`src/dupc_pkg.sv`:
```
// constants shared by the converter controller and its trigger end
// Summary of operation
// RULE_01: enable gates analog only, registers stay accessible
// RULE_02: system reset disables converters, clears registers
// RULE_03: persist bit survives all resets except power-on
// RULE_04: one reference-select bit per converter pair
// RULE_05: one attenuation field per pair in config2
// RULE_06: per-converter output gain field in config1
// RULE_07: justify clear: right-justified twelve-bit word
// RULE_08: justify set: left-justified twelve-bit word
// RULE_09: low write blocks triggers, high write unblocks
// RULE_10: firmware writes low byte before high byte
// RULE_11: each converter selects its own trigger
// RULE_12: clock trigger updates cycle after high write
// RULE_13: other triggers: timer overflows, logic rising edges
// RULE_14: config1 holds four per-converter update blocks
// RULE_15: clearing several blocks updates outputs same edge
// RULE_16: converter 1 source: own, inverted, partner, inverted
// RULE_17: converter 3 source choices mirror converter 1
// RULE_18: alternating off: converter 1 uses selected source
// RULE_19: alternating on: trigger level picks data source
// RULE_20: alternating trigger high and low two cycles
// RULE_21: converter 3 alternating bit behaves the same
// RULE_22: second converter uses both words, first disabled
// RULE_23: attenuation codes 0,1,2; reset selects 2.4
// RULE_24: output holds last applied code between triggers
package dupc_pkg;
	localparam int NUM_CONV   = 4;
	localparam int CODE_W     = 12;
	localparam int NUM_TIMER  = 3;
	localparam int NUM_CLU    = 4;
	localparam int MIN_LEVEL_CYCLES = 2;

	localparam logic [7:0] OFS_GCF0      = 8'h00;
	localparam logic [7:0] OFS_GCF1      = 8'h04;
	localparam logic [7:0] OFS_GCF2      = 8'h08;
	localparam logic [7:0] OFS_STATUS    = 8'h0c;
	localparam logic [7:0] OFS_CONV_BASE = 8'h10;
	localparam logic [3:0] OFS_CF0       = 4'h0;
	localparam logic [3:0] OFS_CF1       = 4'h4;
	localparam logic [3:0] OFS_LOW       = 4'h8;
	localparam logic [3:0] OFS_HIGH      = 4'hc;

	localparam int G0_REF_A   = 0;
	localparam int G0_REF_B   = 1;
	localparam int G0_SRC1    = 2;
	localparam int G0_SRC3    = 4;
	localparam int G0_ALT1    = 6;
	localparam int G0_ALT3    = 7;
	localparam int G2_ATTEN_A = 0;
	localparam int G2_ATTEN_B = 4;
	localparam int CF0_EN     = 0;
	localparam int CF0_KEEP   = 1;
	localparam int CF0_LJ     = 2;
	localparam int CF0_TRIG   = 4;

	localparam logic [7:0] GCF0_RST  = 8'h00;
	localparam logic [3:0] GCF1_RST  = 4'h0;
	localparam logic [7:0] CF0_RST   = 8'h00;
	localparam logic [7:0] CF0_MASK  = 8'h77;
	localparam logic [7:0] BYTE_RST  = 8'h00;
	localparam logic [1:0] GAIN_RST  = 2'h1;

	localparam logic [1:0] ATTEN_2P0 = 2'h0;
	localparam logic [1:0] ATTEN_2P4 = 2'h1;
	localparam logic [1:0] ATTEN_3P0 = 2'h2;
	localparam logic [1:0] ATTEN_RST = ATTEN_2P4;

	localparam logic [2:0] TRIG_SYSTEM_CLOCK  = 3'h0;
	localparam logic [2:0] TRIG_TIMER_C = 3'h1;
	localparam logic [2:0] TRIG_TIMER_D = 3'h2;
	localparam logic [2:0] TRIG_TIMER_E = 3'h3;

	localparam logic [1:0] SRC_OWN         = 2'h0;
	localparam logic [1:0] SRC_OWN_INV     = 2'h1;
	localparam logic [1:0] SRC_PARTNER     = 2'h2;
	localparam logic [1:0] SRC_PARTNER_INV = 2'h3;
endpackage : dupc_pkg

```
`src/dupc_link_if.sv`:
```
// trigger link between the trigger sources and the converter controller
`timescale 1ns/10ps
interface dupc_link_if;
	logic [dupc_pkg::NUM_TIMER-1:0] timer_ovf;
	logic [dupc_pkg::NUM_CLU-1:0]   clu_out;

	modport trig_src (output timer_ovf, output clu_out);
	modport conv     (input timer_ovf, input clu_out);
endinterface : dupc_link_if

```
`src/dupc_conv_ctrl.sv`:
```
// four-converter update, pairing and register control with apb slave
//
// The placing of the registers and the APB register port were chosen for this implementation.
`timescale 1ns/10ps
module dupc_conv_ctrl #(
	parameter int ADDR_W = 8
) (
	input  wire logic                                           clock,
	input  wire logic                                           reset,
	input  wire logic                                           por_reset,
	input  wire logic                                           clock_enable,
	input  wire logic                                           psel,
	input  wire logic                                           penable,
	input  wire logic                                           pwrite,
	input  wire logic [ADDR_W-1:0]                              paddr,
	input  wire logic [31:0]                                    pwdata,
	output logic                                                pready,
	output logic [31:0]                                         prdata,
	output logic                                                pslverr,
	dupc_link_if.conv                                           link,
	output logic [dupc_pkg::NUM_CONV-1:0][dupc_pkg::CODE_W-1:0] conv_code,
	output logic [dupc_pkg::NUM_CONV-1:0]                       conv_enable,
	output logic [dupc_pkg::NUM_CONV-1:0][1:0]                  output_gain,
	output logic                                                pair_a_ref_select,
	output logic                                                pair_b_ref_select,
	output logic [1:0]                                          pair_a_ref_atten,
	output logic [1:0]                                          pair_b_ref_atten
);
	localparam int N = dupc_pkg::NUM_CONV;
	localparam int W = dupc_pkg::CODE_W;

	logic [7:0]   global_config0_reg;
	logic [3:0]   update_block_reg;
	logic [1:0]   atten_a_reg;
	logic [1:0]   atten_b_reg;
	logic         pready_reg;
	logic [31:0]  prdata_reg;
	logic         pslverr_reg;
	logic [31:0]  rdata_next;
	logic         err_next;
	logic [7:0]   conv_config0_reg [N];
	logic [1:0]   gain_reg [N];
	logic [7:0]   conv_data_low_reg [N];
	logic [7:0]   conv_data_high_reg [N];
	logic [W-1:0] code_reg [N];
	logic [N-1:0] inhibit_reg;
	logic [N-1:0] sys_pend_reg;
	logic [W-1:0] own_word [N];
	logic [dupc_pkg::NUM_CLU-1:0] clu_prev_reg;

	logic         access;
	logic         wr_hit;
	logic         conv_hit;
	logic [7:0]   conv_rel;
	logic [1:0]   conv_idx;
	logic [3:0]   conv_ofs;

	// one wait state so read data can come straight from a flop
	assign access   = psel & penable & clock_enable;
	assign wr_hit   = access & pready_reg & pwrite & ~pslverr_reg;
	assign conv_rel = 8'(paddr) - dupc_pkg::OFS_CONV_BASE;
	assign conv_hit = (8'(paddr) >= dupc_pkg::OFS_CONV_BASE) && (conv_rel[7:6] == 2'h0);
	assign conv_idx = conv_rel[5:4];
	assign conv_ofs = conv_rel[3:0];

	always_comb
	begin
		rdata_next = 32'h0000_0000;
		err_next   = 1'b0;
		if (paddr[1:0] != 2'h0 || ADDR_W > 8 && (paddr >> 8) != '0)
			err_next = 1'b1;
		else if (conv_hit)
		begin
			unique case (conv_ofs)
				dupc_pkg::OFS_CF0:  rdata_next[7:0] = conv_config0_reg[conv_idx]; // [RULE_01]
				dupc_pkg::OFS_CF1:  rdata_next[1:0] = gain_reg[conv_idx];
				dupc_pkg::OFS_LOW:  rdata_next[7:0] = conv_data_low_reg[conv_idx];
				dupc_pkg::OFS_HIGH: rdata_next[7:0] = conv_data_high_reg[conv_idx];
				default:            err_next = 1'b1;
			endcase
		end
		else
		begin
			unique case (8'(paddr))
				dupc_pkg::OFS_GCF0:   rdata_next[7:0] = global_config0_reg;
				dupc_pkg::OFS_GCF1:   rdata_next[3:0] = update_block_reg;
				dupc_pkg::OFS_GCF2:
				begin
					rdata_next[dupc_pkg::G2_ATTEN_A +: 2] = atten_a_reg;
					rdata_next[dupc_pkg::G2_ATTEN_B +: 2] = atten_b_reg;
				end
				// status: applied codes of all four converters cannot fit; show interlocks
				dupc_pkg::OFS_STATUS: rdata_next[7:0] = {sys_pend_reg, inhibit_reg};
				default:              err_next = 1'b1;
			endcase
		end
	end

	always_ff @(posedge clock)
	begin
		if (reset | por_reset)
		begin
			pready_reg  <= 1'b0;
			prdata_reg  <= 32'h0000_0000;
			pslverr_reg <= 1'b0;
		end
		else if (clock_enable)
		begin
			pready_reg  <= access & ~pready_reg;
			prdata_reg  <= (access & ~pready_reg & ~pwrite) ? rdata_next : 32'h0000_0000;
			pslverr_reg <= access & ~pready_reg & err_next;
		end
	end

	always_ff @(posedge clock)
	begin
		if (reset | por_reset)
		begin
			global_config0_reg <= dupc_pkg::GCF0_RST; // [RULE_02]
			update_block_reg   <= dupc_pkg::GCF1_RST;
			atten_a_reg        <= dupc_pkg::ATTEN_RST; // [RULE_23]
			atten_b_reg        <= dupc_pkg::ATTEN_RST;
		end
		else if (wr_hit && !conv_hit)
		begin
			if (8'(paddr) == dupc_pkg::OFS_GCF0)
				global_config0_reg <= pwdata[7:0]; // [RULE_04]
			if (8'(paddr) == dupc_pkg::OFS_GCF1)
				update_block_reg <= pwdata[3:0]; // [RULE_14]
			if (8'(paddr) == dupc_pkg::OFS_GCF2)
			begin
				atten_a_reg <= pwdata[dupc_pkg::G2_ATTEN_A +: 2]; // [RULE_05]
				atten_b_reg <= pwdata[dupc_pkg::G2_ATTEN_B +: 2];
			end
		end
	end

	always_ff @(posedge clock)
	begin
		if (reset | por_reset)
			clu_prev_reg <= '0;
		else if (clock_enable)
			clu_prev_reg <= link.clu_out;
	end

	genvar n;
	generate
		for (n = 0; n < N; n++)
		begin : g_conv
			logic         conv_rst;
			logic         wr_sel;
			logic [2:0]   trig_sel;
			logic         trig_lvl;
			logic         trig_prv;
			logic         alt_on;
			logic [1:0]   src_sel;
			logic         event_hit;
			logic [W-1:0] src_word;
			logic [W-1:0] code_next;

			// persistence only shields from the ordinary system reset
			assign conv_rst = por_reset | (reset & ~conv_config0_reg[n][dupc_pkg::CF0_KEEP]); // [RULE_02] [RULE_03]
			assign wr_sel   = wr_hit & conv_hit & (conv_idx == 2'(n));
			assign trig_sel = conv_config0_reg[n][dupc_pkg::CF0_TRIG +: 3];

			// [RULE_07] [RULE_08]
			assign own_word[n] = conv_config0_reg[n][dupc_pkg::CF0_LJ] ?
				{conv_data_high_reg[n], conv_data_low_reg[n][7:4]} :
				{conv_data_high_reg[n][3:0], conv_data_low_reg[n]};

			if (n % 2 == 1)
			begin : g_pair
				assign alt_on  = global_config0_reg[n == 1 ? dupc_pkg::G0_ALT1 : dupc_pkg::G0_ALT3]; // [RULE_21]
				assign src_sel = global_config0_reg[(n == 1 ? dupc_pkg::G0_SRC1 : dupc_pkg::G0_SRC3) +: 2];
			end
			else
			begin : g_single
				assign alt_on  = 1'b0;
				assign src_sel = dupc_pkg::SRC_OWN;
			end

			always_comb
			begin
				// [RULE_11] [RULE_13]
				unique case (trig_sel)
					dupc_pkg::TRIG_SYSTEM_CLOCK:
					begin
						trig_lvl = sys_pend_reg[n]; // [RULE_12]
						trig_prv = 1'b0;
					end
					dupc_pkg::TRIG_TIMER_C, dupc_pkg::TRIG_TIMER_D, dupc_pkg::TRIG_TIMER_E:
					begin
						trig_lvl = link.timer_ovf[trig_sel[1:0] - 2'h1];
						trig_prv = 1'b0;
					end
					default:
					begin
						trig_lvl = link.clu_out[trig_sel[1:0]];
						trig_prv = clu_prev_reg[trig_sel[1:0]];
					end
				endcase
				// [RULE_16] [RULE_17] [RULE_22]
				unique case (src_sel)
					dupc_pkg::SRC_OWN:         src_word = own_word[n];
					dupc_pkg::SRC_OWN_INV:     src_word = ~own_word[n];
					dupc_pkg::SRC_PARTNER:     src_word = own_word[n - (n % 2)];
					dupc_pkg::SRC_PARTNER_INV: src_word = ~own_word[n - (n % 2)];
				endcase
				// alternating mode follows both edges of a logic-unit trigger level
				code_next = (alt_on && !trig_lvl) ? own_word[n] : src_word; // [RULE_18] [RULE_19]
				event_hit = (alt_on ? (trig_lvl != trig_prv) : (trig_lvl & ~trig_prv))
					& ~inhibit_reg[n] & ~update_block_reg[n]; // [RULE_09] [RULE_14] [RULE_15]
			end

			always_ff @(posedge clock)
			begin
				if (conv_rst)
				begin
					conv_config0_reg[n]   <= dupc_pkg::CF0_RST;
					gain_reg[n]           <= dupc_pkg::GAIN_RST;
					conv_data_low_reg[n]  <= dupc_pkg::BYTE_RST;
					conv_data_high_reg[n] <= dupc_pkg::BYTE_RST;
				end
				else if (wr_sel)
				begin
					if (conv_ofs == dupc_pkg::OFS_CF0)
						conv_config0_reg[n] <= pwdata[7:0] & dupc_pkg::CF0_MASK;
					if (conv_ofs == dupc_pkg::OFS_CF1)
						gain_reg[n] <= pwdata[1:0]; // [RULE_06]
					if (conv_ofs == dupc_pkg::OFS_LOW)
						conv_data_low_reg[n] <= pwdata[7:0];
					if (conv_ofs == dupc_pkg::OFS_HIGH)
						conv_data_high_reg[n] <= pwdata[7:0];
				end
			end

			// interlock: low byte write arms, high byte write releases
			always_ff @(posedge clock)
			begin
				if (conv_rst)
				begin
					inhibit_reg[n]  <= 1'b0;
					sys_pend_reg[n] <= 1'b0;
				end
				else if (wr_sel && conv_ofs == dupc_pkg::OFS_LOW)
				begin
					inhibit_reg[n]  <= 1'b1; // [RULE_09] [RULE_10]
					sys_pend_reg[n] <= 1'b0;
				end
				else if (wr_sel && conv_ofs == dupc_pkg::OFS_HIGH)
				begin
					inhibit_reg[n]  <= 1'b0;
					// armed only under the clock trigger, a later switch to it must not replay
					sys_pend_reg[n] <= (trig_sel == dupc_pkg::TRIG_SYSTEM_CLOCK); // [RULE_12]
				end
				else if (clock_enable && event_hit && trig_sel == dupc_pkg::TRIG_SYSTEM_CLOCK)
					sys_pend_reg[n] <= 1'b0;
			end

			always_ff @(posedge clock)
			begin
				if (conv_rst)
					code_reg[n] <= '0;
				else if (clock_enable && event_hit)
					code_reg[n] <= code_next; // [RULE_24]
			end

			assign conv_code[n]   = code_reg[n];
			assign conv_enable[n] = conv_config0_reg[n][dupc_pkg::CF0_EN]; // [RULE_01]
			assign output_gain[n] = gain_reg[n];
		end
	endgenerate

	assign pready            = pready_reg;
	assign prdata            = prdata_reg;
	assign pslverr           = pslverr_reg;
	assign pair_a_ref_select = global_config0_reg[dupc_pkg::G0_REF_A]; // [RULE_04]
	assign pair_b_ref_select = global_config0_reg[dupc_pkg::G0_REF_B];
	assign pair_a_ref_atten  = atten_a_reg; // [RULE_05]
	assign pair_b_ref_atten  = atten_b_reg;
endmodule : dupc_conv_ctrl

```
`src/flat_wrapper.sv`:
```
// flat-port wrapper written by rule: the top's interface ports become plain ports
module dupc_conv_ctrl_flat 
#(
	parameter int ADDR_W = 8
)
  (clock, reset, por_reset, clock_enable, psel, penable, pwrite, paddr, pwdata, pready, prdata, pslverr, conv_code, conv_enable, output_gain, pair_a_ref_select, pair_b_ref_select, pair_a_ref_atten, pair_b_ref_atten, link_timer_ovf, link_clu_out);
  dupc_link_if link_i ();
  input  wire logic clock;
  input  wire logic reset;
  input  wire logic por_reset;
  input  wire logic clock_enable;
  input  wire logic psel;
  input  wire logic penable;
  input  wire logic pwrite;
  input  wire logic [ADDR_W-1:0] paddr;
  input  wire logic [31:0] pwdata;
  output logic pready;
  output logic [31:0] prdata;
  output logic pslverr;
  output logic [dupc_pkg::NUM_CONV-1:0][dupc_pkg::CODE_W-1:0] conv_code;
  output logic [dupc_pkg::NUM_CONV-1:0] conv_enable;
  output logic [dupc_pkg::NUM_CONV-1:0][1:0] output_gain;
  output logic pair_a_ref_select;
  output logic pair_b_ref_select;
  output logic [1:0] pair_a_ref_atten;
  output logic [1:0] pair_b_ref_atten;
  input wire logic [$bits(link_i.timer_ovf)-1:0] link_timer_ovf;
  input wire logic [$bits(link_i.clu_out)-1:0] link_clu_out;
  assign link_i.timer_ovf = link_timer_ovf;
  assign link_i.clu_out = link_clu_out;
  dupc_conv_ctrl #(.ADDR_W(ADDR_W)) u_core (.clock(clock), .reset(reset), .por_reset(por_reset), .clock_enable(clock_enable), .psel(psel), .penable(penable), .pwrite(pwrite), .paddr(paddr), .pwdata(pwdata), .pready(pready), .prdata(prdata), .pslverr(pslverr), .link(link_i), .conv_code(conv_code), .conv_enable(conv_enable), .output_gain(output_gain), .pair_a_ref_select(pair_a_ref_select), .pair_b_ref_select(pair_b_ref_select), .pair_a_ref_atten(pair_a_ref_atten), .pair_b_ref_atten(pair_b_ref_atten));
endmodule
```
`config.mk`:
```
export PLATFORM = sky130hd
export DESIGN_NAME = dupc_conv_ctrl_flat
export DESIGN_NICKNAME = d
export VERILOG_FILES = /design/src/dupc_pkg.sv /design/src/dupc_link_if.sv /design/src/dupc_conv_ctrl.sv /design/src/flat_wrapper.sv
export SDC_FILE = /design/constraint.sdc
export NUM_CORES = 1
export LEC_CHECK = 0
export ABC_AREA = 1
export BUFFER_PORTS_ARGS = -buffer_cell sky130_fd_sc_hd__clkbuf_2
export CAP_MARGIN = 20
export CORE_MARGIN = 2
export CORE_UTILIZATION = 50
export CTS_BUF_LIST = sky130_fd_sc_hd__clkbuf_4 sky130_fd_sc_hd__clkbuf_8
export DETAILED_ROUTE_END_ITERATION = 8
export PLACE_DENSITY = 0.74
export SLEW_MARGIN = 20
export SYNTH_ARGS = -nofsm -noshare
export SYNTH_HDL_FRONTEND = slang
export SYNTH_SLANG_ARGS = --single-unit
```
`constraint.sdc`:
```
create_clock -name clock -period 2.4 [get_ports clock]
set_input_delay 0.24 -clock clock [delete_from_list [all_inputs] [get_ports clock]]
set_output_delay 0.24 -clock clock [all_outputs]
set_load 0.05 [all_outputs]
```
[Word level (Yosys, flattened, before mapping)]
Memories as Yosys holds them, arrays and structs flattened.
Index checks and enable logic that the tools add are counted.
Storage, ports and cells
  input port bits: 54
  memory bits (writable): 144
  register bits after elaboration: 62
  memories kept: 5
Operators by class
  $add $sub $neg: 5
  eq/ne operators: 29
  bitwise operators: 77
  reductions and logical operators: 59
  order comparisons: 9
  multiplexer cells: 163
Memory list
  u_core.code_reg: words 4, width 12, read ports 4, clocked after Yosys merged registers in 0, write ports 4, RTL line dupc_conv_ctrl.sv:45  | logic [W-1:0] code_reg [N];
  u_core.conv_data_high_reg: words 4, width 8, read ports 5, clocked after Yosys merged registers in 0, write ports 4, RTL line dupc_conv_ctrl.sv:44  | logic [7:0] conv_data_high_reg [N];
  u_core.conv_data_low_reg: words 4, width 8, read ports 5, clocked after Yosys merged registers in 0, write ports 4, RTL line dupc_conv_ctrl.sv:43  | logic [7:0] conv_data_low_reg [N];
  u_core.conv_config0_reg: words 4, width 6, read ports 5, clocked after Yosys merged registers in 0, write ports 4, RTL line dupc_conv_ctrl.sv:41  | logic [7:0] conv_config0_reg [N];
  u_core.gain_reg: words 4, width 2, read ports 5, clocked after Yosys merged registers in 0, write ports 4, RTL line dupc_conv_ctrl.sv:42  | logic [1:0] gain_reg [N];
Operators by type and width (number)
  two-way mux 12 bit: 10
  two-way mux 1 bit: 110
  one-hot mux 12 bit (4 select lines): 2
  two-way mux 8 bit: 11
  NOT 12 bit: 4
  AND 1 bit: 29
  bitwise OR 1 bit: 25
  binary-select mux 1 bit (select 2 bit): 12
  equality test 3 x 2 -> 1 bit, second input constant: 8
  < comparator 2 x 3 -> 1 bit, second input constant: 8
  two-way mux 6 bit: 4
  OR reduction 4 bit: 6
  logical AND 1 bit: 20
  NOT 1 bit: 19
  one-hot mux 6 bit (3 select lines): 1
  nonzero test 2 bit: 9
  equality test 8 x 4 -> 1 bit, second input constant: 2
  one-hot mux 2 bit (4 select lines): 2
  equality test 2 bit, second input constant: 6
  equality test 3 x 1 -> 1 bit, second input constant: 4
  logical NOT 3 bit: 4
  one-hot mux 2 bit (3 select lines): 2
  OR reduction 3 bit: 4
  equality test 4 bit, second input constant: 2
  16 further kinds: 38

[Depth between registers and ports, before layout]
An unclocked memory read counts as a cell.
  depth in word-level cells: 14
  mapped depth: 16
  gate-level depth less buffers: 15

[Least setup slack after synthesis]
No wires, ideal clock.
  kind: input to register
  from: in paddr[4]
  to: mem u_core.conv_data_low_reg[1][0], enable pin
  path slack: -181 ps
  stages on the path: 10
  library setup time: 386 ps
  arrival: 2194 ps
  cells stage by stage: buf_6 inv_4 buf_4 buf_2 ha_1 xnor2_1 nand3_4 nor2_4 nand2_2 o21ai_0
RTL lines
  start, declared: RTL line flat_wrapper.sv:15  | input wire logic [ADDR_W-1:0] paddr;
  end, declared: RTL line dupc_conv_ctrl.sv:43

==> results_dict.tcl <==
set metrics [dict create \
    synth_cells 1321 \
    timing.fmax_mhz 387 \
    rows 53 \
    vias_per_cell 5.50 \
    tightest_slew_ns 0.766 \
    hold_class "in2reg" \
    violations "setup timing" \
    clk_pin_slew_ns 0.11 \
    ys_warn_count 0 \
    seqCellArea_um2 5080 \
    crit_type "reg2reg" \
    holdWs_ns 0.0147 \
    max_stage_delay_ns 0.50 \
    drt-initial-drc-count 1058 \
    p_per_area_nw_per_um2 578 \
    drive_above_1_share_pct 20.5 \
    place_congestion 0.991 \
    path_max_fanout 6 \
    grt_usage_pct 27.1 \
    detail-route-antenna-nets 0 \
    ys_ff_latch 182 \
    rsz0062_at_grt "true" \
    min_period_ns 2.58 \
    cp_common_cell "nand2_1" \
    synth_cell_types 44 \
    vdd_ir_drop_max_v 0.000367 \
    diodes 0 \
    critPathRequiredTime_ns 2.75 \
    slew_headroom_pct 48.9 \
    cp-start-kind "register" \
    cts_root_buffer "clkbuf_8" \
    rrSetupSlack_ns -0.18 \
    route.detailed.drc 0 \
    clk_path_buf_depth 2 \
    grt_pass1_vias 8737 \
    crit_chain "inv_2, ha_4, o21bai_1, nand3_1, nand2_1, nand2_1, inv_1, ha_1, nand2_1, o211ai_1, nor2_2, buf_6, buf_6, o21ai_1, a21oi_1" \
    grt_pass1_wl_um 45900 \
    setup_violations 31 \
    setup_ws_ns -0.185 \
    grt_max_degree 38 \
    arrival_ns 2.93 \
    syn-cell-area_um2 10700 \
    crit_family "flip-flops" \
    num-fill-cells 1872 \
    hold_violations 0 \
    cts_buffers 17 \
    p_leak_uw 0.00535 \
    vias 9571 \
    cts.sinks 182 \
    antenna_found_initial 0 \
    stdcell_count 1740 \
    status "complete, but fails checks" \
    largest_reg_flops 48 \
    io_buffer_count 105 \
    first_pass_iters 6 \
    slowest_stage "edfxtp_1" \
    dp_cells 1693 \
    maxCapViolCount 0 \
    post-route-period-util_pct 108 \
    seq_area_frac_synth_pct 47.6 \
    place_hpwl_um 22500 \
    worst-path-buf-inv 4 \
    cts_tree "done" \
    fin_nets 1529 \
    utilization_pct 58.2 \
    place_ws_ns -0.0967 \
    drt-total-wl_um 30500 \
    die_h_um 150 \
    skew_ns 0.0161 \
    start_util_pct 50.8 \
    final_max_slew_viol_count 0 \
    worstSkewPairLatency_ns 0.49 \
    design_area_um2 12200 \
    ctsHoldBuffers 0 \
    chipWidth_um 150 \
    cts_htree_levels 4 \
    syn_area_per_cell_um2 8.09 \
    io_pins 154 \
    multi_input_comb_area_um2 4760 \
    syn_to_final_growth_pct 14.6 \
    detail_route.wl_per_cell_um 17.5 \
    core_area_um2 21000 \
    die_area_um2 22600 \
    grt_remaining_overflow 0 \
    critPathCaptureType "register" \
    dpl_cell_area_um2 11500 \
]
cell usage after synthesis, drive strengths merged:
master     n  area share, %
a21boi     2           0.14
a21oi     68            3.2
buf       60            3.9
clkbuf    22           0.78
clkinv     7           0.26
conb       1          0.035
dfxtp     38            7.1
edfxtp   144             40
ha        23            2.7
inv      145            5.2
nand2    311             11
nand3     81            5.0
nand3b     1          0.070
nand4     11           0.64
nor2     190            7.6
nor3       8           0.37
nor4       1          0.059
o2111ai    1          0.082
o211ai    17            1.2
o21a       1          0.070
o21ai    156            7.3
o21bai     3           0.21
o22ai      2           0.12
or2        7           0.41
xnor2      1          0.082
xor2      20            1.6
tightest hold or removal path, stage by stage:
cell      delay (ns)
clkbuf_2        0.09
nand3_1         0.07
a21oi_1         0.06
power by group:
group	switching (uW)	internal, uW
clock network	1320	789
registers	80.6	3540
logic	996	351
metal layers:
| layer | vias to the layer above | part of all wire [%] | GRT usage [%] |
|---|---|---|---|
| met1 | 4381 | 39 | 34.3 |
| met3 | 124 | 8.3 | 4.42 |
| met4 | 0 | 5.6 | 15.1 |
| met2 | 523 | 47 | 44.2 |
| li1 | 4543 | - | - |
| met5 | - | 0 | 0 |
worst paths after layout:
kind,startpoint,endpoint,depth (start not counted)
max reg2reg,u_core.conv_config0_reg[3][3]$_SDFFCE_PN0P_,u_core.code_reg[3][4]$_SDFFCE_PN0P_,15
max,u_core.conv_config0_reg[3][3]$_SDFFCE_PN0P_,u_core.code_reg[3][4]$_SDFFCE_PN0P_,15
min,pwdata[6],u_core.global_config0_reg[6]$_SDFFE_PP0P_,3
min reg2reg,u_core.prdata[5]$_SDFFE_PP0P_,u_core.prdata[5]$_SDFFE_PP0P_,2
final cells by class:
cell class              instances  area share (%)
clock buffers                  17            1.91
clock inverters                15            1.38
inverters                     152            4.73
multi-input cells             928            38.9
flip-flops and latches        182            41.5
well taps                     275            2.81
repair buffers                171            8.76
logic make-up (layout without fill, tap and decap cells):
group | after synthesis | in the layout | synth area share (%)
and+or+nand+nor | 610 | 610 | 25.4
AOI/OAI and AO/OA | 250 | 250 | 12.4
buffers and inverters | 234 | 355 | 10.2
DFF | 182 | 182 | 47.6
adders and majority gates | 23 | 23 | 2.69
xor gates and xnor gates | 21 | 21 | 1.72
other | 1 | 24 | 0.0351
stage by stage:
step / total power [uW] / TNS [ns]
final: 7080 / -2.37
after detailed placement: 4950 / -0.799
after floorplan: 4590 / 0
after CTS: 7020 / -0.295
after global placement: 4940 / 0
after global routing: 7310 / -7.90
cell usage in the layout, fill, tap and decap left out, drive strengths merged, types with 24 or more instances in the layout:
cell / n
nand2: 311
nor2: 190
o21ai: 156
inv: 153
edfxtp: 144
clkbuf: 122
nand3: 81
a21oi: 68
buf: 66
dfxtp: 38
conb: 24
repair_timing:
| item | in CTS | in global routing |
|---|---|---|
| setup buffers | 10 | 4 |
| pin swaps | 12 | 16 |
| endpoints found under the setup margin | 24 | 72 |
| cloned | 1 | 1 |
| resized for setup | 23 | 51 |
| hold endpoints to repair | 0 | 0 |
Power figures use the tool's default switching activity.
